$ cat src/shared/ndp_regs.svh
// Register offsets, field positions and timing counts for the command block.
// Assumes a 40 MHz clock and a 32-bit Avalon-MM slave with word addresses.
`ifndef NDP_REGS_SVH
`define NDP_REGS_SVH
// Word offsets (byte address = 4 * index)
`define NDP_OFF_CMD 4'h0
`define NDP_OFF_STATUS 4'h1
`define NDP_OFF_ALTSTAT 4'h2
`define NDP_OFF_DATA 4'h3
`define NDP_OFF_CTRL 4'h4
`define NDP_OFF_ERR 4'h5
`define NDP_OFF_DEVCTL 4'h6
// Status bits
`define NDP_ST_BSY 7
`define NDP_ST_DRQ 3
`define NDP_ST_ERR 0
// Control bits
`define NDP_CT_NIEN 1
// Device-control register bits (cable detect, fault injection)
`define NDP_DC_CBL 0
`define NDP_DC_FAULT 1
// Error register value on abort
`define NDP_ERR_ABRT 8'h04
// Command codes
`define NDP_CMD_NOP 8'h00
`define NDP_CMD_IDENT 8'hec
`define NDP_CMD_IDENT_PKT 8'ha1
`define NDP_CMD_RD_BUF 8'he4
`define NDP_CMD_RD_SECT 8'h20
`define NDP_CMD_RD_MULT 8'hc4
`define NDP_CMD_SEEK 8'h70
`define NDP_CMD_FLUSH 8'he7
`define NDP_CMD_IDLE 8'he3
`define NDP_CMD_SETFEAT 8'hef
// Block geometry
`define NDP_WORDS_PER_BLK 9'd256
`define NDP_MULT_BLOCKS 4'd2
// Identify cable-detect position
`define NDP_ID_CBL_WORD 8'd93
`define NDP_ID_CBL_BIT 13
// Timing
`define NDP_CLK_MHZ 40
`define NDP_BSY_MAX_NS 400
`define NDP_BSY_CYC ((`NDP_BSY_MAX_NS * `NDP_CLK_MHZ) / 1000)
`define NDP_EXEC_CYC 8'd8
`define NDP_PREP_CYC 8'd4
`endif

$ cat src/shared/ndp_pkg.sv
// Types for the non-data and PIO data-in command block.
// Constants live in ndp_regs.svh.
package ndp_pkg;
   typedef enum logic [2:0] {
      ST_IDLE_QUIET,
      ST_IDLE_IRQ,
      ST_NODATA_EXEC,
      ST_DATAIN_PREP,
      ST_DATAIN_XFER,
      ST_DATAIN_READY_IRQ
   } ndp_state_t;

   typedef enum logic [1:0] {
      CL_NODATA,
      CL_DATAIN,
      CL_INVALID
   } ndp_class_t;

   typedef struct packed {
      logic [31:0] readdata;
      logic waitrequest;
      logic readdatavalid;
   } ndp_bus_out_t;

   typedef struct packed {
      ndp_state_t state;
      logic [7:0] cmd;
      logic [7:0] timer;
      logic [8:0] word_idx;
      logic [3:0] blk_left;
      logic irq_pend;
      logic intrq;
      logic nien;
      logic err;
      logic [7:0] err_reg;
      logic cbl_seen;
      logic cbl_live;
      logic fault_inj;
      logic [15:0] data_word;
      logic ack;
      logic [31:0] rdata;
   } ndp_state_all_t;
endpackage : ndp_pkg

$ cat src/design/ndp_device.sv
// Device side of non-data and PIO data-in command sequencing.
// Assumes an Avalon-MM master with word addressing on one 40 MHz clock.
//
// Contract
// - Non-data command: BSY within 400 ns, pending set
// - Non-data done, nIEN zero: drop BSY, INTRQ
// - Non-data done, nIEN one: drop BSY, no INTRQ
// - Data-in command: BSY within 400 ns, prepare
// - Identify records cable detect in word 93
// - Prepare abort: error, drop BSY, INTRQ if enabled
// - Block ready, nIEN one: transfer, DRQ, no INTRQ
// - Block ready, nIEN zero: DRQ with INTRQ
// - Status read in ready-irq: clear pending, transfer
// - Data read gives next word, block loops
// - Last word read: idle, no pending set
`timescale 1ns/1ps
`include "ndp_regs.svh"
module ndp_device (
   input wire logic clock,
   input wire logic reset_n,
   input wire logic [3:0] address,
   input wire logic read,
   input wire logic write,
   input wire logic [31:0] writedata,
   input wire logic [3:0] byteenable,
   output logic [31:0] readdata,
   output logic waitrequest,
   output logic intrq,
   output logic bsy,
   output logic drq
);
   ndp_pkg::ndp_state_all_t s_ff, nxt_s;

   // Class decode of a command byte
   function automatic ndp_pkg::ndp_class_t cmd_class(input logic [7:0] c);
      if (c == `NDP_CMD_IDENT || c == `NDP_CMD_IDENT_PKT ||
          c == `NDP_CMD_RD_BUF || c == `NDP_CMD_RD_SECT ||
          c == `NDP_CMD_RD_MULT)
         cmd_class = ndp_pkg::CL_DATAIN;
      else if (c == `NDP_CMD_NOP || c == `NDP_CMD_SEEK ||
               c == `NDP_CMD_FLUSH || c == `NDP_CMD_IDLE ||
               c == `NDP_CMD_SETFEAT)
         cmd_class = ndp_pkg::CL_NODATA;
      else
         cmd_class = ndp_pkg::CL_INVALID;
   endfunction : cmd_class

   // Data word generator; identify word 93 carries cable detect
   function automatic logic [15:0] word_at(input logic [7:0] c,
         input logic [8:0] i, input logic [3:0] b, input logic cb);
      logic [15:0] w;
      w = {c, i[7:0]} ^ {12'h000, b};
      if ((c == `NDP_CMD_IDENT || c == `NDP_CMD_IDENT_PKT) &&
          i == {1'b0, `NDP_ID_CBL_WORD}) begin
         w = 16'h0000;
         w[`NDP_ID_CBL_BIT] = cb;
      end
      word_at = w;
   endfunction : word_at

   logic busy_st;
   logic drq_st;
   logic st_rd, dat_rd, cmd_wr, ctl_wr, acc;
   logic [7:0] status_byte;

   always_comb begin
      busy_st = (s_ff.state == ndp_pkg::ST_NODATA_EXEC) ||
                (s_ff.state == ndp_pkg::ST_DATAIN_PREP);
      drq_st = (s_ff.state == ndp_pkg::ST_DATAIN_XFER) ||
               (s_ff.state == ndp_pkg::ST_DATAIN_READY_IRQ);
      status_byte = 8'h00;
      status_byte[`NDP_ST_BSY] = busy_st;
      status_byte[`NDP_ST_DRQ] = drq_st;
      status_byte[`NDP_ST_ERR] = s_ff.err;
      // Access acts at the edge it is first seen; waitrequest drops the
      // next cycle, so read data already stands when seen low
      acc = (read || write) && !s_ff.ack;
      st_rd = acc && read && address == `NDP_OFF_STATUS;
      dat_rd = acc && read && address == `NDP_OFF_DATA;
      cmd_wr = acc && write && byteenable[0] && address == `NDP_OFF_CMD;
      ctl_wr = acc && write && byteenable[0] && address == `NDP_OFF_CTRL;
   end

   // Next-state logic for the whole block
   always_comb begin
      nxt_s = s_ff;
      nxt_s.ack = acc;
      if (acc && read) begin
         if (address == `NDP_OFF_STATUS || address == `NDP_OFF_ALTSTAT)
            nxt_s.rdata = {24'h000000, status_byte};
         else if (address == `NDP_OFF_DATA)
            nxt_s.rdata = {16'h0000, drq_st ? s_ff.data_word : 16'h0000};
         else if (address == `NDP_OFF_CTRL)
            nxt_s.rdata = {30'h0, s_ff.nien, 1'b0};
         else if (address == `NDP_OFF_ERR)
            nxt_s.rdata = {24'h000000, s_ff.err_reg};
         else if (address == `NDP_OFF_DEVCTL)
            nxt_s.rdata = {30'h0, s_ff.fault_inj, s_ff.cbl_live};
         else
            nxt_s.rdata = 32'h00000000;
      end
      if (ctl_wr)
         nxt_s.nien = writedata[`NDP_CT_NIEN];
      if (acc && write && byteenable[0] && address == `NDP_OFF_DEVCTL) begin
         nxt_s.cbl_live = writedata[`NDP_DC_CBL];
         nxt_s.fault_inj = writedata[`NDP_DC_FAULT];
      end
      if (s_ff.timer != 8'h00)
         nxt_s.timer = s_ff.timer - 8'h01;
      case (s_ff.state)
         ndp_pkg::ST_IDLE_QUIET, ndp_pkg::ST_IDLE_IRQ: begin
            if (st_rd && s_ff.state == ndp_pkg::ST_IDLE_IRQ) begin
               nxt_s.irq_pend = 1'b0;
               nxt_s.intrq = 1'b0;
               nxt_s.state = ndp_pkg::ST_IDLE_QUIET;
            end
            if (cmd_wr) begin
               // BSY rises the cycle after the write, well under limit
               nxt_s.cmd = writedata[7:0];
               nxt_s.irq_pend = 1'b0;
               nxt_s.intrq = 1'b0;
               nxt_s.err = 1'b0;
               nxt_s.err_reg = 8'h00;
               nxt_s.word_idx = 9'd0;
               if (cmd_class(writedata[7:0]) == ndp_pkg::CL_DATAIN) begin
                  nxt_s.state = ndp_pkg::ST_DATAIN_PREP;
                  nxt_s.timer = `NDP_PREP_CYC;
                  nxt_s.blk_left = (writedata[7:0] == `NDP_CMD_RD_MULT) ?
                     `NDP_MULT_BLOCKS : 4'd1;
               end else begin
                  nxt_s.state = ndp_pkg::ST_NODATA_EXEC;
                  nxt_s.timer = `NDP_EXEC_CYC;
                  nxt_s.blk_left = 4'd0;
               end
            end
         end
         ndp_pkg::ST_NODATA_EXEC: begin
            nxt_s.irq_pend = 1'b1;
            if (s_ff.timer == 8'h00) begin
               if (cmd_class(s_ff.cmd) == ndp_pkg::CL_INVALID ||
                   s_ff.fault_inj) begin
                  nxt_s.err = 1'b1;
                  nxt_s.err_reg = `NDP_ERR_ABRT;
               end
               nxt_s.intrq = !s_ff.nien;
               nxt_s.state = s_ff.nien ? ndp_pkg::ST_IDLE_QUIET :
                  ndp_pkg::ST_IDLE_IRQ;
            end
         end
         ndp_pkg::ST_DATAIN_PREP: begin
            if (s_ff.cmd == `NDP_CMD_IDENT || s_ff.cmd == `NDP_CMD_IDENT_PKT)
               nxt_s.cbl_seen = s_ff.cbl_live;
            if (s_ff.timer == 8'h00) begin
               nxt_s.word_idx = 9'd0;
               nxt_s.data_word = word_at(s_ff.cmd, 9'd0, s_ff.blk_left,
                  s_ff.cbl_seen);
               if (s_ff.fault_inj) begin
                  nxt_s.err = 1'b1;
                  nxt_s.err_reg = `NDP_ERR_ABRT;
                  nxt_s.irq_pend = 1'b1;
                  nxt_s.intrq = !s_ff.nien;
                  nxt_s.state = s_ff.nien ? ndp_pkg::ST_IDLE_QUIET :
                     ndp_pkg::ST_IDLE_IRQ;
               end else if (s_ff.nien) begin
                  nxt_s.state = ndp_pkg::ST_DATAIN_XFER;
               end else begin
                  nxt_s.irq_pend = 1'b1;
                  nxt_s.intrq = 1'b1;
                  nxt_s.state = ndp_pkg::ST_DATAIN_READY_IRQ;
               end
            end
         end
         ndp_pkg::ST_DATAIN_READY_IRQ: begin
            if (st_rd) begin
               nxt_s.irq_pend = 1'b0;
               nxt_s.intrq = 1'b0;
               nxt_s.state = ndp_pkg::ST_DATAIN_XFER;
            end
         end
         ndp_pkg::ST_DATAIN_XFER: begin
            if (dat_rd) begin
               if (s_ff.word_idx == `NDP_WORDS_PER_BLK - 9'd1) begin
                  nxt_s.blk_left = s_ff.blk_left - 4'd1;
                  if (s_ff.blk_left == 4'd1) begin
                     nxt_s.state = ndp_pkg::ST_IDLE_QUIET;
                  end else begin
                     nxt_s.state = ndp_pkg::ST_DATAIN_PREP;
                     nxt_s.timer = `NDP_PREP_CYC;
                  end
               end else begin
                  nxt_s.word_idx = s_ff.word_idx + 9'd1;
                  nxt_s.data_word = word_at(s_ff.cmd, s_ff.word_idx + 9'd1,
                     s_ff.blk_left, s_ff.cbl_seen);
               end
            end
         end
         default: nxt_s.state = ndp_pkg::ST_IDLE_QUIET;
      endcase
   end

   // State register
   always_ff @(posedge clock or negedge reset_n) begin
      if (!reset_n) begin
         s_ff <= '0;
      end else begin
         s_ff <= nxt_s;
      end
   end

   // Outputs straight from flip-flops
   always_comb begin
      readdata = s_ff.rdata;
      waitrequest = !s_ff.ack;
      intrq = s_ff.intrq;
   end

   logic bsy_ff, drq_ff;
   always_ff @(posedge clock or negedge reset_n) begin
      if (!reset_n) begin
         bsy_ff <= 1'b0;
         drq_ff <= 1'b0;
      end else begin
         bsy_ff <= (nxt_s.state == ndp_pkg::ST_NODATA_EXEC) ||
                   (nxt_s.state == ndp_pkg::ST_DATAIN_PREP);
         drq_ff <= (nxt_s.state == ndp_pkg::ST_DATAIN_XFER) ||
                   (nxt_s.state == ndp_pkg::ST_DATAIN_READY_IRQ);
      end
   end
   assign bsy = bsy_ff;
   assign drq = drq_ff;

   localparam int BSY_LIM = `NDP_BSY_CYC;
endmodule : ndp_device

$ cat config.mk
export PLATFORM = sky130hd
export DESIGN_NAME = ndp_device
export DESIGN_NICKNAME = d
export VERILOG_FILES = /design/src/shared/ndp_pkg.sv /design/src/design/ndp_device.sv
export VERILOG_INCLUDE_DIRS = /design/src /design/src/shared
export SDC_FILE = /design/constraint.sdc
export NUM_CORES = 1
export LEC_CHECK = 0
export BUFFER_PORTS_ARGS = -buffer_cell sky130_fd_sc_hd__buf_4
export CAP_MARGIN = 20
export CORE_MARGIN = 2
export CORE_UTILIZATION = 50
export CTS_CLUSTER_DIAMETER = 150
export DETAILED_ROUTE_END_ITERATION = 8
export GPL_TIMING_DRIVEN = 0
export PLACE_DENSITY = 0.76
export SLEW_MARGIN = 40
export SYNTH_ARGS = -nofsm -noshare
export SYNTH_HDL_FRONTEND = slang
export SYNTH_SLANG_ARGS = --single-unit
export TNS_END_PERCENT = 5
$ cat constraint.sdc
create_clock -name clock -period 2.55 [get_ports clock]
set_input_delay 0 -clock clock [delete_from_list [all_inputs] [get_ports clock]]
set_output_delay 0 -clock clock [all_outputs]
set_load 0.005 [all_outputs]
---- After elaboration in Yosys (flattened, before gate mapping) ----
Cells that the tools add are included.
word-level totals
  bits in registers ....................... 97
  word-level logic and storage cells ...... 184
  output and inout port bits .............. 36
operators by class
  eq/ne operators ......................... 49
  reduce and logical (&&, ||, !) cells .... 55
  muxes and demuxes ....................... 58
  bitwise gates (word level) .............. 2
  add/subtract/negate cells ............... 3
operator list
  cell                                            count
  == test 8 bit (second input constant)           14
  two-way mux 16 bit                              7
  two-way mux 9 bit                               7
  one-hot mux 9 bit (3 select lines)              2
  two-way mux 8 bit                               5
  two-way mux 34 bit                              1
  one-hot mux 16 bit (2 select lines)             1
  bitwise XOR 16 x 4 -> 16 bit                    2
  two-way mux 2 bit                               13
  logical NOT 8 bit                               3
  logical OR 1 bit                                23
  two-way mux 21 bit                              1
  two-way mux 3 bit                               7
  == test 8 x 6 -> 1 bit (second input constant)  2
  == test 8 x 7 -> 1 bit (second input constant)  2
  one-hot mux 8 bit (2 select lines)              1
  one-hot mux 3 bit (5 select lines)              1
  == test 3 x 2 -> 1 bit (second input constant)  4
  == test 3 bit (second input constant)           4
  == test 4 x 3 -> 1 bit (second input constant)  3
  AND reduction 6 bit                             2
  logical AND 1 bit                               11
  != test 2 bit (second input constant)           5
  adder 9 x 1 -> 9 bit (second input constant)    1
  other kinds (26)                                45

---- Depth between registers and ports, before layout ----
  word-level depth ........................ 15
  mapped depth ............................ 10
  gate-level depth less buffers ........... 9

---- Worst setup path after synthesis ----
Ideal clock, no wire load.
  path kind ............................... register -> register
  start point ............................. reg s_ff[68] in the netlist's numbering
  end point ............................... reg s_ff[34] in the netlist's numbering
  data arrival time ....................... 2299 ps
  buffers on the path ..................... 1
  stages on the path, launching flop included .. 11
  data required time ...................... 2434 ps
  slack ................................... 135 ps
  cells stage by stage .................... dfrtp_1 ha_1 and3_1 nand3_1 nor2_1 ha_1 nor4_2 or2_2 buf_2 o221ai_1 o311ai_0
on the way
  word-level cells in the longest chain between the ends .. 7
ends and longest elaborated chain
  item                                 line               RTL
  start: declaration                   ndp_device.sv:32   ndp_pkg::ndp_state_all_t s_ff, nxt_s;
  start signal: assignment             ndp_device.sv:206  s_ff <= nxt_s;
  adder 9 x 1 -> 9 bit                 ndp_device.sv:192  nxt_s.data_word = word_at(s_ff.cmd, s_ff.word_idx + 9'd1,
  == test 9 x 7 -> 1 bit               ndp_device.sv:54   i == {1'b0, `NDP_ID_CBL_WORD}) begin
  logical AND 1 bit                    ndp_device.sv:53   if ((c == `NDP_CMD_IDENT || c == `NDP_CMD_IDENT_PKT) &&
  two-way mux 16 bit                   ndp_device.sv:53
  two-way mux 16 bit                   ndp_device.sv:182  if (s_ff.word_idx == `NDP_WORDS_PER_BLK - 9'd1) begin
  two-way mux 16 bit                   ndp_device.sv:181  if (dat_rd) begin
  one-hot mux 16 bit (2 select lines)  ndp_device.sv:110  case (s_ff.state)
Several ways; a longest one is shown, not always the timed one. The select of a mux whose other input is x is not followed.
A chain may end at the register's enable or synchronous reset.

---- Worst setup path after layout ----
  start point ............................. reg s_ff[68] in the netlist's numbering
  end point ............................... reg s_ff[67] in the netlist's numbering
on the way
  word-level cells in the longest chain between the ends .. 3
ends and longest elaborated chain
  item                              line
  == test 9 x 8 -> 1 bit            ndp_device.sv:182
  != test 2 x 1 -> 1 bit (no line)  -
  AND reduction 4 bit (no line)     -
Every way passes these cells.

==> reports/results.tsv <==
stage	metric	value	unit
die	die_w	95.15	um
finish	nFillCells	682	
clock_tree	htree_num_levels	3	
clock_tree	cts.sink_count	73	
pwr	power_density	590.8	mW/mm^2
detailed_routing	met3_length	604	um
pwr	seqPwrFrac	0.500	
synth	post_synth_fa_ha_maj_area_fraction	0.02108	
sta	share_of_the_cycle_needed_by_the_critical_path_after_routing	0.9390	
sta	slew_headroom	0.5682	
pwr	irDropWorstVdd	0.5334	mV
detailed_routing	number_of_nets_with_antenna_violations_after_detailed_routing	0	
die	num_io_pins	80	
critical_path	worstSetupEndpointType	flip-flop	
detailed_routing	dr.first_iter.drc_count	350	
hold_path	min_path_type	in2reg	
synth	synth.lib_cells_used.distinct	65	
sta	finalCriticalPeriod	2.394	ns
sta	hold_viol	0	
synth	main_combinational_cell_family_by_area_after_synthesis	simple AND/OR/NAND/NOR gates	
sta	setup_violations	0	
synth	proportion_of_synthesized_flip_flops_having_asynchronous_set_or_reset	1.000	
sta	fmax	0.4176	GHz
critical_path	start_kind	flip-flop	
placement	numPlacedInstances	610	
die	num_rows	33	
finish	syn_to_final_growth	20.03	%
synth	synthSimpleGateAreaFrac	0.2367	
sta	holdWs	0.05099	ns
detailed_routing	drc	0	
synth	ys_top_cells_by_count	dfrtp_1, nand2_1, buf_4	
finish	layout.cells.non_filler	636	
clock_tree	cts_tree	yes	
synth	synth-main-ff-cell	dfrtp_1	
die	initial_utilization	0.5107	
run	cap_violations	0	
synth	ys_ff_latch	73	
detailed_routing	via_count	3659	
pwr	switching_share_of_power	0.3327	
grt	grt_pass1_vias	3343	
detailed_routing	wl_per_cell	15.72	um
pwr	p_int	0.001966	W
pwr	power_switching	0.0009800	W
synth	synth_compound_area_frac	0.1741	
grt	grt_util_all_layers	0.2344	
sta	worstMarginPinSlew	0.6478	ns
detailed_routing	detailedRoute.firstPassIterationCount	5	
critical_path	critPathMaxFanout	9	
pwr	total_leakage_power	2.251	nW
synth	netlist_area	0.004154	sq mm
synth	syn_area_per_cell	9.150	sq um
critical_path	path_class	reg2reg	
sta	clock_skew	0.01794	ns
clock_tree	cts_buffer_depth	2	
synth	muxShareOfSynthArea	0.01325	
finish	diodes	0	
synth	syn-instance-count	454	
synth	synth_warnings	0	
critical_path	cp_data_arrival_time	2.66	ns
synth	most_common_cell_in_the_synthesized_netlist	dfrtp_1	
sta	final-max-slew-violation-count	0	
synth	synth_edf_count	0	
finish	drive_above_1_share	0.2147	
detailed_routing	routed_wl	9998	um
synth	post-synth-top-area-fraction	0.4398	
placement	gp_routability_congestion	0.8836	
die	placeableCoreArea	0.008134	sq mm
finish	fin_nets	577	
grt	gr-total-overflow	0	
placement	buffer_ports.inserted	36	
grt	largest_net_degree_at_the_start_of_global_routing	74	
run_status	run_status	finished, final reports clean	
synth	post-synth-top-area-cell	dfrtp_1	
critical_path	worst_ep_required_time	2.81	ns
synth	synth.yosys.seq_area_share	0.4398	
detailed_routing	route.top_layer_used	met4	
clock_tree	ctsRootBufferMaster	clkbuf_8	
die	die_height	95.15	um
placement	dpl.hpwl	7152	um
detailed_routing	routed_via_density	5.753	
pwr	comb_power_share	0.209	
grt	antenna_violations_before_repair	0	
detailed_routing	drt-met1-wl	4359	um
die	die_area	0.009054	sq mm
pwr	power.clock.fraction	0.291	
detailed_routing	wl_met2	4783	um
clock_tree	worst_skew_pair.late_latency	0.36	ns
grt	grt_pass1_wl	16330	um
synth	netlist_top_cells_area	dfrtp_1, buf_4, nand2_1	
clock_tree	cts.reportedPaths.clkPinSlew	0.08	ns
clock_tree	cts_made_buffers	9	
synth	synth_xor_area_frac	0.01898	
==> what timing repair did <==
action | CTS | global route
cloned | 0 | 0
hold buffers | 12 | 0
endpoints found under the setup margin | 28 | 27
gates resized for setup | 9 | 7
pin swaps | 1 | 1
endpoints found under the hold margin | 86 | 0
setup buffers | 0 | 0
==> worst paths after layout <==
check,startpoint,end,slack [ns],cells after the start
worst max-delay path,s_ff[68],s_ff[67],0.16,9
worst min-delay path,address[0],readdata[2],0.05,3
worst max register to register,s_ff[68],s_ff[67],0.16,9
worst min register to register,s_ff[76],s_ff[76],0.48,2
max in group asynchronous,reset_n,s_ff[69],1.86,2
min in group asynchronous,reset_n,s_ff[72],0.22,2
==> layer usage <==
layer,vias up,GRT usage
met2,168,0.3738
met1,1721,0.3110
met4,0,0.09420
li1,1738,-
met5,-,0
met3,32,0.05138
==> critical path, cell delays in order, from the launching register on <==
cell     delay [ns]
dfrtp_2        0.47
ha_4           0.21
and3_1         0.25
nand3_2        0.16
nor2_4         0.17
ha_1           0.20
nand2_1        0.06
a22o_1         0.28
or3_1          0.36
a21oi_1        0.15
==> cell type report <==
type | count | area, sq um | share of cell area
buffer | 48 | 319.1 | 0.06399
clock inverter | 7 | 61.31 | 0.01230
inverter | 20 | 75.07 | 0.01506
tap | 105 | 131.4 | 0.02635
clock buffer | 9 | 123.9 | 0.02484
timing repair buffer | 48 | 394.1 | 0.07905
multi-input combinational | 326 | 2052 | 0.4115
sequential | 73 | 1829 | 0.3669
==> metrics by stage <==
| step | setup TNS, ns | power (W) | setup slack [ns] | area [sq um] | util |
|---|---|---|---|---|---|
| final | 0 | 0.002946 | 0.1556 | 4986 | 0.6130 |
| after global routing | -0.06565 | 0.003122 | -0.04036 | 4986 | 0.6130 |
| after CTS | 0 | 0.002941 | 0.002418 | 4954 | 0.6090 |
| after detailed placement | -7.126 | 0.002078 | -0.3501 | 4616 | 0.5675 |
| after global placement | -5.671 | 0.002038 | -0.2784 | 4612 | 0.5670 |
| after floorplan | 0 | 0.001869 | 0.1351 | 4210 | - |
==> layout by cell type, fill, tap and decap left out, drive strengths merged, types with 7 or more instances in the layout <==
cell	instances
nor2	32
buf	72
inv	24
nor2b	7
o31ai	12
nor3	14
clkbuf	21
ha	7
o21ai	31
dlygate4sd3	12
nor4	7
a22o	13
nand2	59
dfrtp	73
conb	16
nand3	15
a21oi	13
==> state kept, by name, summed over array words and instances, names as in the netlist <==
name	flops
intrq	1
bsy	1
drq	1
s_ff	54
readdata	16
==> power groups by stage <==
stage | clock network, W | registers, W | logic, W
2_1_floorplan | 0 | 0.00144 | 0.000428
3_3_place_gp | 0 | 0.00147 | 0.000565
3_5_place_dp | 0 | 0.00149 | 0.000592
4_1_cts | 0.000867 | 0.00146 | 0.000611
5_1_grt | 0.000921 | 0.00150 | 0.000700
6_report | 0.000858 | 0.00147 | 0.000617
==> cells by family (layout without fill, tap and decap cells) <==
group                    after synthesis  after routing
flip-flops                            73             73
XOR/XNOR                               9              9
multiplexers                           5              5
other                                  1             16
adder cells (fa/ha/maj)                7              7
AND/OR/NAND/NOR                      185            185
AO/OA/AOI/OAI                        104            104
buffers and inverters                 70            132
Power figures use the tool's default switching activity.
